--- src/hdl/ims_pkg.sv ---
package ims_pkg;
   // register byte offsets on the bus
   localparam logic [4:0] OFS_ADDR = 5'h00;
   localparam logic [4:0] OFS_DIV = 5'h04;
   localparam logic [4:0] OFS_CTRL = 5'h08;
   localparam logic [4:0] OFS_STAT = 5'h0c;
   localparam logic [4:0] OFS_DATA = 5'h10;
   localparam logic [4:0] OFS_SEC = 5'h14;
   // control register fields
   localparam int CTL_EN = 7;
   localparam int CTL_MST = 5;
   localparam int CTL_TX = 4;
   localparam int CTL_TXAK = 3;
   localparam int CTL_RSTA = 2;
   localparam logic [7:0] CTL_MASK = 8'hb8;
   // status register fields
   localparam int ST_DONE = 7;
   localparam int ST_ARBITRATION_LOST_FLAG = 4;
   // secondary control fields
   localparam int SC_GCEN = 7;
   localparam int SC_WIDE = 6;
   localparam int SC_HI_TOP = 2;
   localparam logic [7:0] SEC_MASK = 8'hc7;
   // reset values
   localparam logic [7:0] RST_ADDR = 8'h00;
   localparam logic [7:0] RST_DIV = 8'h1f;
   localparam logic [7:0] RST_CTRL = 8'h00;
   localparam logic [7:0] RST_SEC = 8'h00;
   // bus encodings
   localparam logic [4:0] TEN_PREFIX = 5'h1e;
   localparam logic [7:0] GC_ADDR = 8'h00;
   localparam logic [3:0] BIT_LAST = 4'h7;
   localparam logic [3:0] BIT_ACK = 4'h8;
   // half scl period is div*4 + HALF_MIN system clocks
   localparam logic [11:0] HALF_MIN = 12'h004;

   typedef enum logic [2:0] {
      MS_IDLE = 3'b000,
      MS_START = 3'b001,
      MS_RUN = 3'b010,
      MS_STOP = 3'b011,
      MS_RSTA = 3'b100
   } ims_mstate_t;
endpackage : ims_pkg

--- src/hdl/ims_i2c_core.sv ---
`timescale 1ns/1ps
module ims_i2c_core (
   input wire logic clk,
   input wire logic reset_n,
   input wire logic wb_cyc_i,
   input wire logic wb_stb_i,
   input wire logic wb_we_i,
   input wire logic [4:0] wb_adr_i,
   input wire logic [3:0] wb_sel_i,
   input wire logic [31:0] wb_dat_i,
   output logic [31:0] wb_dat_o,
   output logic wb_ack_o,
   input wire logic scl_i,
   output logic scl_o,
   output logic scl_oe,
   input wire logic sda_i,
   output logic sda_o,
   output logic sda_oe
);
   logic [1:0] line_s;
   logic scl_s, sda_s, scl_d_reg, sda_d_reg;
   logic scl_rise, scl_fall, start_det, stop_det;
   logic [7:0] addr_reg, div_reg, ctrl_reg, sec_reg, wdat, rd_mux;
   logic done_reg, addressed_as_slave_flag_reg, busy_reg, arbitration_lost_flag_reg, srw_reg, rxak_reg;
   logic req, wr_acc, rd_acc, ctl_wr, data_wr, data_rd;
   logic en, wide, mst_up, mst_down, rsta_req, own_hit, byte_go, master, mtx;
   logic arb_hit, start_busy, rsta_bad, stray_stop, arb_lost;
   logic [7:0] tx_shift_reg, rx_shift_reg, rx_data_reg;
   logic [3:0] bit_cnt_reg;
   logic seen_reg, addr_ph_reg, ten2_reg, ten_hit_reg;
   logic slave_on_reg, slave_tx_reg, slave_done_reg, ack_low_reg;
   logic byte_end, bit7_end, gc_hit, head_hit;
   logic m_first, m_back, m_seven, m_second, addr_hit, tx_on, eng_low, hold;
   ims_pkg::ims_mstate_t mstate_reg;
   logic [1:0] mstep_reg;
   logic [11:0] timer_reg, half_len;
   logic t_done, mscl_reg, msda_reg, run_reg, stop_pend_reg, rsta_pend_reg;

   function automatic logic same7(input logic [7:0] a, input logic [7:0] b);
      return a[7:1] == b[7:1];
   endfunction : same7

   ims_line_sync u_sync (
      .clk(clk),
      .reset_n(reset_n),
      .pin_in({scl_i, sda_i}),
      .pin_out(line_s)
   );

   assign scl_s = line_s[1];
   assign sda_s = line_s[0];

   always_ff @(posedge clk) begin
      if (!reset_n) begin
         scl_d_reg <= 1'b1;
         sda_d_reg <= 1'b1;
      end else begin
         scl_d_reg <= scl_s;
         sda_d_reg <= sda_s;
      end
   end

   assign scl_rise = scl_s & ~scl_d_reg;
   assign scl_fall = ~scl_s & scl_d_reg;
   assign start_det = scl_s & scl_d_reg & sda_d_reg & ~sda_s;
   assign stop_det = scl_s & scl_d_reg & ~sda_d_reg & sda_s;

   // bus access decode: request taken, ack next cycle, effect at ack edge
   assign req = wb_cyc_i & wb_stb_i;
   assign wr_acc = req & wb_ack_o & wb_we_i & wb_sel_i[0];
   assign rd_acc = req & wb_ack_o & ~wb_we_i;
   assign wdat = wb_dat_i[7:0];
   assign ctl_wr = wr_acc & (wb_adr_i == ims_pkg::OFS_CTRL);
   assign data_wr = wr_acc & (wb_adr_i == ims_pkg::OFS_DATA);
   assign data_rd = rd_acc & (wb_adr_i == ims_pkg::OFS_DATA);

   assign en = ctrl_reg[ims_pkg::CTL_EN];
   assign wide = sec_reg[ims_pkg::SC_WIDE];
   assign master = mstate_reg != ims_pkg::MS_IDLE;
   assign mtx = ctrl_reg[ims_pkg::CTL_TX] | addr_ph_reg;
   assign mst_up = ctl_wr & wdat[ims_pkg::CTL_MST] & ~ctrl_reg[ims_pkg::CTL_MST];
   assign mst_down = ctl_wr & ~wdat[ims_pkg::CTL_MST] & ctrl_reg[ims_pkg::CTL_MST];
   assign rsta_req = ctl_wr & wdat[ims_pkg::CTL_RSTA];
   // own address never sent as call in 7-bit mode
   assign own_hit = data_wr & master & addr_ph_reg & ~wide & same7(wdat, addr_reg);
   assign byte_go = (mstate_reg == ims_pkg::MS_RUN) & ~run_reg & ~stop_pend_reg
      & ~rsta_pend_reg & ((data_wr & mtx & ~own_hit) | (data_rd & ~mtx));

   assign arb_hit = run_reg & scl_rise & ~sda_s & ((bit_cnt_reg != ims_pkg::BIT_ACK) ?
      (mtx & tx_shift_reg[7]) : (~mtx & ~ack_low_reg));
   // start only on free, high bus
   assign start_busy = mst_up & (busy_reg | ~scl_s | ~sda_s);
   assign rsta_bad = rsta_req & ~master;
   assign stray_stop = stop_det & master & (mstate_reg != ims_pkg::MS_STOP);
   assign arb_lost = arb_hit | start_busy | rsta_bad | stray_stop;

   // registers written by software
   always_ff @(posedge clk) begin
      if (!reset_n) begin
         addr_reg <= ims_pkg::RST_ADDR;
         div_reg <= ims_pkg::RST_DIV;
         sec_reg <= ims_pkg::RST_SEC;
      end else if (wr_acc) begin
         if (wb_adr_i == ims_pkg::OFS_ADDR) begin
            addr_reg <= wdat;
         end
         if (wb_adr_i == ims_pkg::OFS_DIV) begin
            div_reg <= wdat;
         end
         if (wb_adr_i == ims_pkg::OFS_SEC) begin
            sec_reg <= wdat & ims_pkg::SEC_MASK;
         end
      end
   end

   always_ff @(posedge clk) begin
      if (!reset_n) begin
         ctrl_reg <= ims_pkg::RST_CTRL;
      end else begin
         if (ctl_wr) begin
            ctrl_reg <= wdat & ims_pkg::CTL_MASK;
         end
         if (arb_lost) begin
            ctrl_reg[ims_pkg::CTL_MST] <= 1'b0;
         end
      end
   end

   always_comb begin
      case (wb_adr_i)
         ims_pkg::OFS_ADDR: rd_mux = addr_reg;
         ims_pkg::OFS_DIV: rd_mux = div_reg;
         ims_pkg::OFS_CTRL: rd_mux = ctrl_reg;
         ims_pkg::OFS_STAT: rd_mux = {done_reg, addressed_as_slave_flag_reg, busy_reg, arbitration_lost_flag_reg, 1'b0,
            srw_reg, 1'b0, rxak_reg};
         ims_pkg::OFS_DATA: rd_mux = rx_data_reg;
         ims_pkg::OFS_SEC: rd_mux = sec_reg;
         default: rd_mux = 8'h00;
      endcase
   end

   always_ff @(posedge clk) begin
      if (!reset_n) begin
         wb_ack_o <= 1'b0;
         wb_dat_o <= 32'h0000_0000;
      end else begin
         wb_ack_o <= req & ~wb_ack_o;
         if (req & ~wb_ack_o) begin
            wb_dat_o <= {24'h00_0000, rd_mux};
         end
      end
   end

   // address matching on the received byte
   assign head_hit = rx_shift_reg[7:1] == {ims_pkg::TEN_PREFIX, sec_reg[2:1]};
   assign gc_hit = addr_ph_reg & sec_reg[ims_pkg::SC_GCEN] & (rx_shift_reg == ims_pkg::GC_ADDR);
   assign m_first = addr_ph_reg & wide & head_hit & ~rx_shift_reg[0];
   assign m_back = addr_ph_reg & wide & head_hit & rx_shift_reg[0] & ten_hit_reg;
   assign m_seven = addr_ph_reg & ~wide & same7(rx_shift_reg, addr_reg);
   // low byte uses top field bit 0
   assign m_second = ten2_reg & ~addr_ph_reg
      & (rx_shift_reg == {sec_reg[ims_pkg::SC_HI_TOP - 2], addr_reg[7:1]});
   assign addr_hit = m_first | m_back | m_seven | m_second | gc_hit;

   assign byte_end = scl_fall & seen_reg & (bit_cnt_reg == ims_pkg::BIT_ACK);
   assign bit7_end = scl_fall & seen_reg & (bit_cnt_reg == ims_pkg::BIT_LAST);

   // byte engine: sample on rise, advance on fall
   always_ff @(posedge clk) begin
      if (!reset_n) begin
         bit_cnt_reg <= 4'h0;
         seen_reg <= 1'b0;
         addr_ph_reg <= 1'b0;
         ten2_reg <= 1'b0;
         ten_hit_reg <= 1'b0;
         slave_on_reg <= 1'b0;
         slave_tx_reg <= 1'b0;
         slave_done_reg <= 1'b0;
         ack_low_reg <= 1'b0;
         srw_reg <= 1'b0;
         rxak_reg <= 1'b0;
         tx_shift_reg <= 8'hff;
         rx_shift_reg <= 8'h00;
         rx_data_reg <= 8'h00;
      end else if (start_det || stop_det || !en) begin
         bit_cnt_reg <= 4'h0;
         seen_reg <= 1'b0;
         addr_ph_reg <= start_det & en;
         ten2_reg <= 1'b0;
         slave_on_reg <= 1'b0;
         slave_tx_reg <= 1'b0;
         slave_done_reg <= 1'b0;
         ack_low_reg <= 1'b0;
         if (!start_det) begin
            ten_hit_reg <= 1'b0;
         end
      end else begin
         if (scl_rise && busy_reg) begin
            seen_reg <= 1'b1;
            if (bit_cnt_reg != ims_pkg::BIT_ACK) begin
               rx_shift_reg <= {rx_shift_reg[6:0], sda_s};
            end else if ((run_reg && mtx) || (slave_on_reg && slave_tx_reg)) begin
               rxak_reg <= sda_s;
               slave_done_reg <= slave_on_reg & slave_tx_reg & sda_s;
            end
         end
         if (scl_fall && seen_reg) begin
            seen_reg <= 1'b0;
            if (bit_cnt_reg == ims_pkg::BIT_ACK) begin
               bit_cnt_reg <= 4'h0;
               ack_low_reg <= 1'b0;
               addr_ph_reg <= 1'b0;
            end else begin
               bit_cnt_reg <= bit_cnt_reg + 4'h1;
               tx_shift_reg <= {tx_shift_reg[6:0], 1'b1};
            end
         end
         if (bit7_end) begin
            rx_data_reg <= rx_shift_reg;
            if (run_reg) begin
               ack_low_reg <= ~mtx & ~ctrl_reg[ims_pkg::CTL_TXAK];
            end else if (!master) begin
               ten2_reg <= m_first;
               if (addr_ph_reg || ten2_reg) begin
                  ack_low_reg <= addr_hit;
                  slave_on_reg <= addr_hit;
                  if (addr_ph_reg && addr_hit) begin
                     slave_tx_reg <= rx_shift_reg[0] & ~gc_hit;
                     srw_reg <= rx_shift_reg[0] & ~gc_hit;
                  end
                  if (m_second) begin
                     ten_hit_reg <= 1'b1;
                  end
                  if (addr_ph_reg && wide && !m_first && !m_back) begin
                     ten_hit_reg <= 1'b0;
                  end
               end else begin
                  ack_low_reg <= slave_on_reg & ~slave_tx_reg & ~ctrl_reg[ims_pkg::CTL_TXAK];
               end
            end
         end
         if (data_wr && !own_hit) begin
            tx_shift_reg <= wdat;
         end
      end
   end

   // status flags, set wins over clear
   always_ff @(posedge clk) begin
      if (!reset_n) begin
         done_reg <= 1'b0;
         addressed_as_slave_flag_reg <= 1'b0;
         busy_reg <= 1'b0;
         arbitration_lost_flag_reg <= 1'b0;
      end else begin
         if (byte_end && (run_reg || slave_on_reg)) begin
            done_reg <= 1'b1;
         end else if ((data_rd && !ctrl_reg[ims_pkg::CTL_TX])
               || (data_wr && ctrl_reg[ims_pkg::CTL_TX])) begin
            done_reg <= 1'b0;
         end
         if (bit7_end && !master && addr_ph_reg && addr_hit) begin
            addressed_as_slave_flag_reg <= 1'b1;
         end else if (ctl_wr) begin
            addressed_as_slave_flag_reg <= 1'b0;
         end
         if (start_det) begin
            busy_reg <= 1'b1;
         end else if (stop_det) begin
            busy_reg <= 1'b0;
         end
         if (arb_lost) begin
            arbitration_lost_flag_reg <= 1'b1;
         end else if (wr_acc && wb_adr_i == ims_pkg::OFS_STAT && wdat[ims_pkg::ST_ARBITRATION_LOST_FLAG]) begin
            arbitration_lost_flag_reg <= 1'b0;
         end
      end
   end

   assign half_len = {2'b00, div_reg, 2'b00} + ims_pkg::HALF_MIN;
   assign t_done = timer_reg == 12'h000;

   // master sequencer: start, clocking, stop, repeated start
   always_ff @(posedge clk) begin
      if (!reset_n) begin
         mstate_reg <= ims_pkg::MS_IDLE;
         mstep_reg <= 2'h0;
         timer_reg <= 12'h000;
         mscl_reg <= 1'b0;
         msda_reg <= 1'b0;
         run_reg <= 1'b0;
         stop_pend_reg <= 1'b0;
         rsta_pend_reg <= 1'b0;
      end else if (arb_lost || !en) begin
         mstate_reg <= ims_pkg::MS_IDLE;
         mstep_reg <= 2'h0;
         mscl_reg <= 1'b0;
         msda_reg <= 1'b0;
         run_reg <= 1'b0;
         stop_pend_reg <= 1'b0;
         rsta_pend_reg <= 1'b0;
      end else begin
         if (!t_done) begin
            timer_reg <= timer_reg - 12'h001;
         end
         case (mstate_reg)
            ims_pkg::MS_IDLE: begin
               // start: sda falls while scl high
               if (mst_up) begin
                  mstate_reg <= ims_pkg::MS_START;
                  msda_reg <= 1'b1;
                  timer_reg <= half_len;
               end
            end
            ims_pkg::MS_START: begin
               if (t_done) begin
                  mscl_reg <= 1'b1;
                  mstate_reg <= ims_pkg::MS_RUN;
                  mstep_reg <= 2'h0;
                  timer_reg <= half_len;
               end
            end
            ims_pkg::MS_RUN: begin
               // stop or repeated start taken between bytes
               if (mst_down) begin
                  stop_pend_reg <= 1'b1;
               end
               if (rsta_req) begin
                  rsta_pend_reg <= 1'b1;
               end
               if (byte_end) begin
                  run_reg <= 1'b0;
               end
               if (byte_go) begin
                  run_reg <= 1'b1;
                  msda_reg <= 1'b0;
                  timer_reg <= half_len;
               end
               case (mstep_reg)
                  2'h0: begin
                     if (run_reg && t_done) begin
                        mscl_reg <= 1'b0;
                        mstep_reg <= 2'h1;
                     end else if (!run_reg && stop_pend_reg) begin
                        mstate_reg <= ims_pkg::MS_STOP;
                        msda_reg <= 1'b1;
                        timer_reg <= half_len;
                     end else if (!run_reg && rsta_pend_reg) begin
                        mstate_reg <= ims_pkg::MS_RSTA;
                        msda_reg <= 1'b0;
                        timer_reg <= half_len;
                     end
                  end
                  2'h1: begin
                     if (scl_s) begin
                        timer_reg <= half_len;
                        mstep_reg <= 2'h2;
                     end
                  end
                  // first to finish high pulls low
                  2'h2: begin
                     if (!scl_s || t_done) begin
                        mscl_reg <= 1'b1;
                        mstep_reg <= 2'h0;
                        timer_reg <= half_len;
                     end
                  end
                  default: mstep_reg <= 2'h0;
               endcase
            end
            ims_pkg::MS_STOP: begin
               case (mstep_reg)
                  2'h0: begin
                     if (t_done) begin
                        mscl_reg <= 1'b0;
                        mstep_reg <= 2'h1;
                     end
                  end
                  2'h1: begin
                     if (scl_s) begin
                        timer_reg <= half_len;
                        mstep_reg <= 2'h2;
                     end
                  end
                  default: begin
                     if (t_done) begin
                        msda_reg <= 1'b0;
                        mstate_reg <= ims_pkg::MS_IDLE;
                        mstep_reg <= 2'h0;
                        stop_pend_reg <= 1'b0;
                     end
                  end
               endcase
            end
            ims_pkg::MS_RSTA: begin
               case (mstep_reg)
                  2'h0: begin
                     if (t_done) begin
                        mscl_reg <= 1'b0;
                        mstep_reg <= 2'h1;
                     end
                  end
                  2'h1: begin
                     if (scl_s) begin
                        timer_reg <= half_len;
                        mstep_reg <= 2'h2;
                     end
                  end
                  2'h2: begin
                     if (t_done) begin
                        msda_reg <= 1'b1;
                        timer_reg <= half_len;
                        mstep_reg <= 2'h3;
                     end
                  end
                  default: begin
                     if (t_done) begin
                        mscl_reg <= 1'b1;
                        mstate_reg <= ims_pkg::MS_RUN;
                        mstep_reg <= 2'h0;
                        rsta_pend_reg <= 1'b0;
                        timer_reg <= half_len;
                     end
                  end
               endcase
            end
            default: mstate_reg <= ims_pkg::MS_IDLE;
         endcase
      end
   end

   // data and ack drive of the byte engine
   assign tx_on = (run_reg & mtx) | (slave_on_reg & slave_tx_reg & ~slave_done_reg & ~addr_ph_reg);
   assign eng_low = busy_reg & ((bit_cnt_reg == ims_pkg::BIT_ACK) ? ack_low_reg :
      (tx_on & ~tx_shift_reg[7]));
   // slave holds scl low until software serves the byte
   assign hold = slave_on_reg & done_reg & ~master & ~slave_done_reg & ~seen_reg
      & (bit_cnt_reg == 4'h0);

   // pins only pulled low or released
   always_ff @(posedge clk) begin
      if (!reset_n) begin
         scl_oe <= 1'b0;
         sda_oe <= 1'b0;
         scl_o <= 1'b0;
         sda_o <= 1'b0;
      end else begin
         scl_oe <= en & (mscl_reg | hold);
         sda_oe <= en & (msda_reg | eng_low);
         scl_o <= 1'b0;
         sda_o <= 1'b0;
      end
   end
endmodule : ims_i2c_core

--- src/hdl/ims_line_sync.sv ---
`timescale 1ns/1ps
module ims_line_sync (
   input wire logic clk,
   input wire logic reset_n,
   input wire logic [1:0] pin_in,
   output logic [1:0] pin_out
);
   logic [1:0] s1_reg;
   logic [1:0] s2_reg;
   logic [1:0] s3_reg;

   always_ff @(posedge clk) begin
      if (!reset_n) begin
         s1_reg <= 2'h3;
         s2_reg <= 2'h3;
         s3_reg <= 2'h3;
      end else begin
         s1_reg <= pin_in;
         s2_reg <= s1_reg;
         s3_reg <= s2_reg;
      end
   end

   // a line moves once the last two stages agree
   always_ff @(posedge clk) begin
      if (!reset_n) begin
         pin_out <= 2'h3;
      end else begin
         for (int i = 0; i < 2; i++) begin
            if (s2_reg[i] == s3_reg[i]) begin
               pin_out[i] <= s3_reg[i];
            end
         end
      end
   end
endmodule : ims_line_sync

--- config.mk ---
export PLATFORM = sky130hd
export DESIGN_NAME = ims_i2c_core
export DESIGN_NICKNAME = d
export VERILOG_FILES = /design/src/hdl/ims_pkg.sv /design/src/hdl/ims_i2c_core.sv /design/src/hdl/ims_line_sync.sv
export SDC_FILE = /design/constraint.sdc
export NUM_CORES = 1
export LEC_CHECK = 0
export BUFFER_PORTS_ARGS = -buffer_cell sky130_fd_sc_hd__buf_2
export CAP_MARGIN = 0
export CORE_ASPECT_RATIO = 1.1
export CORE_MARGIN = 3
export CORE_UTILIZATION = 53
export DETAILED_ROUTE_END_ITERATION = 8
export PLACE_DENSITY = 0.76
export SLEW_MARGIN = 20
export SYNTH_ARGS = -nofsm -noshare
export SYNTH_HDL_FRONTEND = slang
export SYNTH_HIERARCHICAL = 1
export SYNTH_SLANG_ARGS = --single-unit
export TNS_END_PERCENT = 20
--- constraint.sdc ---
create_clock -name clk -period 2.7 [get_ports clk]
set_input_delay 0.135 -clock clk [delete_from_list [all_inputs] [get_ports clk]]
set_output_delay 0.135 -clock clk [all_outputs]
set_load 0.005 [all_outputs]
==> flow_summary.yaml, run 1 <==
setup_path:
  cp.required_ps: 2990
  worstSetupPathType: "register to register"
  slowest_stage: "or4_4"
  path_common_cell: "or4_4"
  cp_cell_sequence: "or3b_4 -> or4_4 -> or3_4 -> or4_4 -> buf_6 -> a41oi_4 -> a211oi_2 -> nor3_2"
  crit_path_end_kind: "register"
  critical_path.max_stage_delay_ps: 530
  worstPathArrival_ps: 3030
  worstPathMaxFanout: 3
  critPathLaunchType: "register"
place:
  hpwlAfterDp_um: 14000
  gp_congestion: 0.978
  placed_cell_area_sq_um: 6900
  portBuffers: 31
  pre_cts_slack_ps: -124
  placedCellCount: 986
route:
  via_per_inst: 6.32
  drtAntennaViolNets: 0
  drt-total-wl_um: 18900
  drc_errors: 0
  drtIter0Drc: 771
  vias: 6358
  wl_per_cell_um: 18.8
  first_pass_iters: 5
logic_synthesis:
  ys_seq_area_share_pct: 33.8
  ys_types: 69
  yosysWarnings: 6
  synth.area.top_cells: "dfxtp_1, mux2i_1, nor2_1"
  ys_ff_latch: 110
  synth_edf_count: 0
  synth_ff_type: "dfxtp_1"
  syn_area_sq_um: 6520
  synthMostInstantiatedCell: "dfxtp_1"
  synth_commonest_cells: "dfxtp_1, nor2_1, nand2_1, a21oi_1, mux2i_1"
  async_reset_ff_share_pct: 0
  syn_inst: 814
  yosysTopAreaCell: "dfxtp_1"
  syn_avg_cell_area_sq_um: 8.01
  synth_top_area_share_pct: 33.8
finish:
  seqCellArea_sq_um: 2200
  largest_register_ffs: 12
  area_delta_synth_final_pct: 12.3
  fillers: 998
  layout.nets: 909
  multiInputGateArea_sq_um: 4030
  finalNonFillerCells: 1006
  fin_area_sq_um: 7330
  layout-drive-gt1-share_pct: 14.5
  n_antenna_cell: 0
timing:
  final-hold-violation-count: 0
  finalWorstSetupSlack_ps: -36.4
  skew_ps: 8.99
  max_clock_freq_mhz: 365
  slew_headroom_pct: 51.9
  tns_ps: -36.4
  maxSlewViolCount: 0
  period_minus_slack_ps: 2740
  setup_viol: 1
  period_share_pct: 101
  tightest_slew_ps: 721
  rsz0062_at_grt: "true"
power_and_ir_drop:
  pwr-share-comb_pct: 3.9
  p_sw_share_pct: 22.9
  total_power_mw: 3.24
  p_seq_share_pct: 50.3
  leakage_nw: 2.91
  clkPwrFrac_pct: 45.8
  power_density_nw_per_um2: 442
  p_int_mw: 2.49
  ir_drop_uv: 379
  p_sw_uw: 742
clocking:
  clock_path_buffers: 2
  cts_tree: "yes"
  clock-sinks: 110
  h-tree-depth: 3
  cts_buffers: 9
  clkLatencyLatePin_ps: 360
  cts_root_buf: "clkbuf_16"
  cts.clk_slew.worst_paths_ps: 80
grt:
  grt_max_degree: 40
  grt_pass1_vias: 5918
  grt_overflow: 0
  antenna_found_initial: 0
  grt_pass1_wl_um: 30000
  track_usage_pct: 27.2
die:
  die_h_um: 122
  coreArea_sq_um: 11700
  start_util_pct: 55.5
  die-area_sq_um: 13700
  placementRows: 41
  die_width_um: 112
  ios: 85
flow_run:
  drv_cap: 0
outcome:
  violations: "setup timing"
  outcome: "complete, but fails checks"
hold_path:
  hold_path_class: "primary input to register"
## power groups by stage
stage	combinational [mW]	clock, mW	sequential, mW
6_report	0.125	1.48	1.63
5_1_grt	0.135	1.55	1.63
4_1_cts	0.121	1.50	1.63
3_5_place_dp	0.118	0	1.67
3_3_place_gp	0.117	0	1.67
2_1_floorplan	0.0903	0	1.67
## cells by family after synthesis
group           after synthesis  share of synthesized area (%)
simple gates                323                           24.6
compound gates              188                           18.8
flops                       110                           33.8
buf+inv                      94                           6.94
mux                          56                           9.57
xor+xnor                     32                           4.30
fa+ha+maj                    10                           1.92
other cells                   1                         0.0575
## path summary, 6_finish.rpt
kind                                             startpoint                     endpoint  slack (ps)  cells after the start
worst max-delay path             mstate_reg[2]$_SDFFE_PP0P_    timer_reg[8]$_SDFFE_PN0N_         -40                      8
worst min register to register  u_sync/s1_reg[0]$_SDFF_PN1_  u_sync/s2_reg[0]$_SDFF_PN1_         420                      1
worst min-delay path                                reset_n         sda_d_reg$_SDFF_PN1_          90                      2
worst max register to register   mstate_reg[2]$_SDFFE_PP0P_    timer_reg[8]$_SDFFE_PN0N_         -40                      8
## critical path, delay by kind of cell (launching register included)
family	cells	cell delay [ps]
flip-flops	1	320
buffers and inverters	1	150
AO/OA/AOI/OAI	2	300
AND/OR/NAND/NOR	5	1910
## per-layer routing
metal / up-vias / share of wire [%] / track usage (%)
met4: 0 / 3.8 / 14.8
met1: 2990 / 42 / 34.7
li1: 2967 / - / -
met3: 50 / 8.0 / 3.70
met5: - / 0 / 0
met2: 351 / 46 / 44.6
## layout make-up
class	instances	share of cell area, %
Timing Repair Buffer	76	6.85
Tap cell	150	2.56
Multi-Input combinational cell	635	55.0
Inverter	19	0.974
Clock inverter	7	1.47
Sequential cell	110	30.1
Clock buffer	9	3.07
## through the flow
stage | hold slack [ps] | util [%]
floorplan | 208 | -
CTS | 70.0 | 62.0
global route | 100 | 62.4
global placement | 319 | 58.7
finish | 88.8 | 62.4
detailed placement | 322 | 58.7
## cells in the final DEF, fill, tap and decap left out, types with 5 or more instances in the layout
cell	count
a22oi_1	8
a21oi_1	52
ha_1	10
nor4_1	14
o22ai_1	5
or3_1	8
xor2_1	22
conb_1	26
o211ai_1	13
o21ai_0	34
nor2_1	100
clkbuf_16	9
mux4_2	5
nand4b_1	5
buf_4	42
a32oi_1	9
dfxtp_1	108
o31ai_1	5
nand3_1	35
a31oi_1	12
nor2b_1	9
nand2_1	65
and3_1	10
nand4_1	6
nand2b_1	15
buf_2	31
nor3_1	21
mux2i_1	50
inv_1	16
xnor2_1	10
## repair_timing
item | in CTS | in global routing
hold buffers | 2 | 0
endpoints found under the setup margin | 8 | 8
endpoints found under the hold margin | 2 | 0
gates resized for setup | 4 | 9
pin swaps | 5 | 6
buffers inserted | 2 | 0
Note: power is estimated with default switching activity, not from simulation.
==> run 2: changes to the inputs <==
--- a/config.mk
+++ b/config.mk
@@ -5,13 +5,14 @@
 export SDC_FILE = /design/constraint.sdc
 export NUM_CORES = 1
 export LEC_CHECK = 0
+export ABC_CLOCK_PERIOD_IN_PS = 3000
 export BUFFER_PORTS_ARGS = -buffer_cell sky130_fd_sc_hd__buf_2
 export CAP_MARGIN = 0
 export CORE_ASPECT_RATIO = 1.1
 export CORE_MARGIN = 3
-export CORE_UTILIZATION = 53
+export CORE_UTILIZATION = 59
 export DETAILED_ROUTE_END_ITERATION = 8
-export PLACE_DENSITY = 0.76
+export PLACE_DENSITY = 0.8
 export SLEW_MARGIN = 20
 export SYNTH_ARGS = -nofsm -noshare
 export SYNTH_HDL_FRONTEND = slang
==> constraint.sdc (replaced) <==
create_clock -name clk -period 3 [get_ports clk]
set_input_delay 0.15 -clock clk [delete_from_list [all_inputs] [get_ports clk]]
set_output_delay 0.15 -clock clk [all_outputs]
set_load 0.005 [all_outputs]
==> flow_summary.yaml, run 2 (same netlist as run 1, synthesis figures left out) <==
hold_path:
  holdPathStages: 3
  hold_path_class: "primary input to register"
  hp-start: "wb_dat_i[0]"
  hold_end: "div_reg[0]$_SDFFE_PN1P_"
clocking:
  cts_tree: "yes"
  cts_root_buf: "clkbuf_16"
  cts.clk_slew.worst_paths_ps: 80
  cts_buffers: 9
  post_cts_buffers: 0
  clock-sinks: 110
  h-tree-depth: 3
  clock_path_buffers: 2
  clkLatencyLatePin_ps: 350
die:
  coreArea_sq_um: 10600
  ios: 85
  die-area_sq_um: 12400
  die_width_um: 106
  die_h_um: 116
  placementRows: 39
  start_util_pct: 61.6
timing:
  slew_headroom_pct: 28.9
  period_share_pct: 93.8
  tns_ps: 0
  period_minus_slack_ps: 2820
  max_clock_freq_mhz: 355
  tightest_slew_ps: 1060
  finalWorstSetupSlack_ps: 185
  skew_ps: 10.3
  rsz0062_at_grt: "false"
  holdWs_ps: 83.2
  final-hold-violation-count: 0
  maxSlewViolCount: 0
  setup_viol: 0
setup_path:
  critPathLaunchType: "register"
  r2r_cells: 7
  slowest_stage: "or4_4"
  timing.rr.end: "timer_reg[10]$_SDFFE_PN0N_"
  worstPathMaxFanout: 6
  reg2reg_slack_ps: 180
  path_common_cell: "or4_4"
  cp_cell_sequence: "or3b_1 -> or4_4 -> or3_1 -> or4_4 -> a41oi_2 -> o31ai_1 -> a211oi_1"
  worstPathArrival_ps: 3080
  crit_path_end_kind: "register"
  timing.rr.start: "mstate_reg[0]$_SDFFE_PP0P_"
  critical_path.max_stage_delay_ps: 580
  worstSetupPathType: "register to register"
  cp.required_ps: 3260
finish:
  utilization_pct: 66.7
  fin_area_sq_um: 7070
  seqCellArea_sq_um: 2200
  final_common_cell: "dfxtp_1"
  area_delta_synth_final_pct: 8.36
  multiInputGateArea_sq_um: 3970
  n_antenna_cell: 0
  layout.nets: 892
  layout-drive-gt1-share_pct: 11.1
  largest_register_ffs: 12
  finalNonFillerCells: 982
  final_cell_mix: "dfxtp_1, nor2_1, nand2_1"
  fillers: 898
grt:
  track_usage_pct: 30.3
  grt_overflow: 0
  grt_pass1_wl_um: 29900
  grt_pass1_vias: 6057
  antenna_found_initial: 0
  grt_max_degree: 53
place:
  gp_congestion: 0.974
  pre_cts_slack_ps: 133
  placedCellCount: 964
  hpwlAfterDp_um: 13400
  portBuffers: 31
  placed_cell_area_sq_um: 6770
outcome:
  outcome: "finished, final reports clean"
route:
  drtIter0Drc: 846
  drtAntennaViolNets: 0
  drt-total-wl_um: 18500
  via_per_inst: 6.46
  first_pass_iters: 5
  drc_errors: 0
  wl_per_cell_um: 18.8
  vias: 6345
power_and_ir_drop:
  leakage_nw: 2.78
  power_density_nw_per_um2: 385
  total_power_mw: 2.72
  ir_drop_uv: 350
flow_run:
  drv_cap: 0
[run 2: cell types whose count changed in the layout (fill, tap and decap cells not counted), moves of 2 or more]
| cell | delta |
|---|---|
| a211oi_2 | -2 |
| a211oi_1 | +2 |
| dfxtp_2 | -2 |
| clkbuf_1 | +2 |
| buf_4 | -16 |
| dfxtp_1 | +2 |
| bufinv_16 | -2 |
[run 2: layer usage]
layer / part of all wire [%] / wire (um) / up-vias / track usage, %
met5: 0 / 0 / - / 0
met4: 3.0 / 547 / 0 / 14.9
met3: 8.7 / 1600 / 52 / 5.69
met2: 47 / 8730 / 364 / 49.2
met1: 41 / 7620 / 2995 / 39.0
li1: - / - / 2934 / -
[run 2: what timing repair did]
action,CTS,global route
hold endpoints to repair,2,0
gates resized for setup,0,1
setup endpoints to repair,0,2
hold buffers,2,0
[run 2: worst max-delay path, delay by kind of cell, from the launching register on]
kind	cells	cell delay [ps]
flip-flops	1	310
AO/OA/AOI/OAI	3	620
AND/OR/NAND/NOR	4	1790
[run 2: how the worst max path moves through the flow]
stage / startpoint / end / depth (start not counted) / slack, ps
after floorplan: mstate_reg[0]$_SDFFE_PP0P_ / timer_reg[10]$_SDFFE_PN0N_ / 9 / 190
after global placement: mstate_reg[0]$_SDFFE_PP0P_ / timer_reg[10]$_SDFFE_PN0N_ / 7 / 210
after detailed placement: mstate_reg[0]$_SDFFE_PP0P_ / timer_reg[10]$_SDFFE_PN0N_ / 7 / 130
after CTS: mstate_reg[0]$_SDFFE_PP0P_ / timer_reg[10]$_SDFFE_PN0N_ / 7 / 90
after global routing: mstate_reg[0]$_SDFFE_PP0P_ / timer_reg[8]$_SDFFE_PN0N_ / 7 / 80
final: mstate_reg[0]$_SDFFE_PP0P_ / timer_reg[10]$_SDFFE_PN0N_ / 7 / 180
[run 2: power by group]
group          internal, mW  total (mW)  switching (mW)
Clock                 0.575        1.15           0.576
Combinational        0.0336       0.107          0.0731
Sequential             1.46        1.47         0.00237
[run 2: layout make-up]
cell class	instances	share of cell area (%)
well taps	143	2.53
clock buffers	11	3.29
inverters	19	1.01
clock inverters	5	0.584
flip-flops and latches	110	31.2
repair buffers	59	5.24
multi-input cells	635	56.2
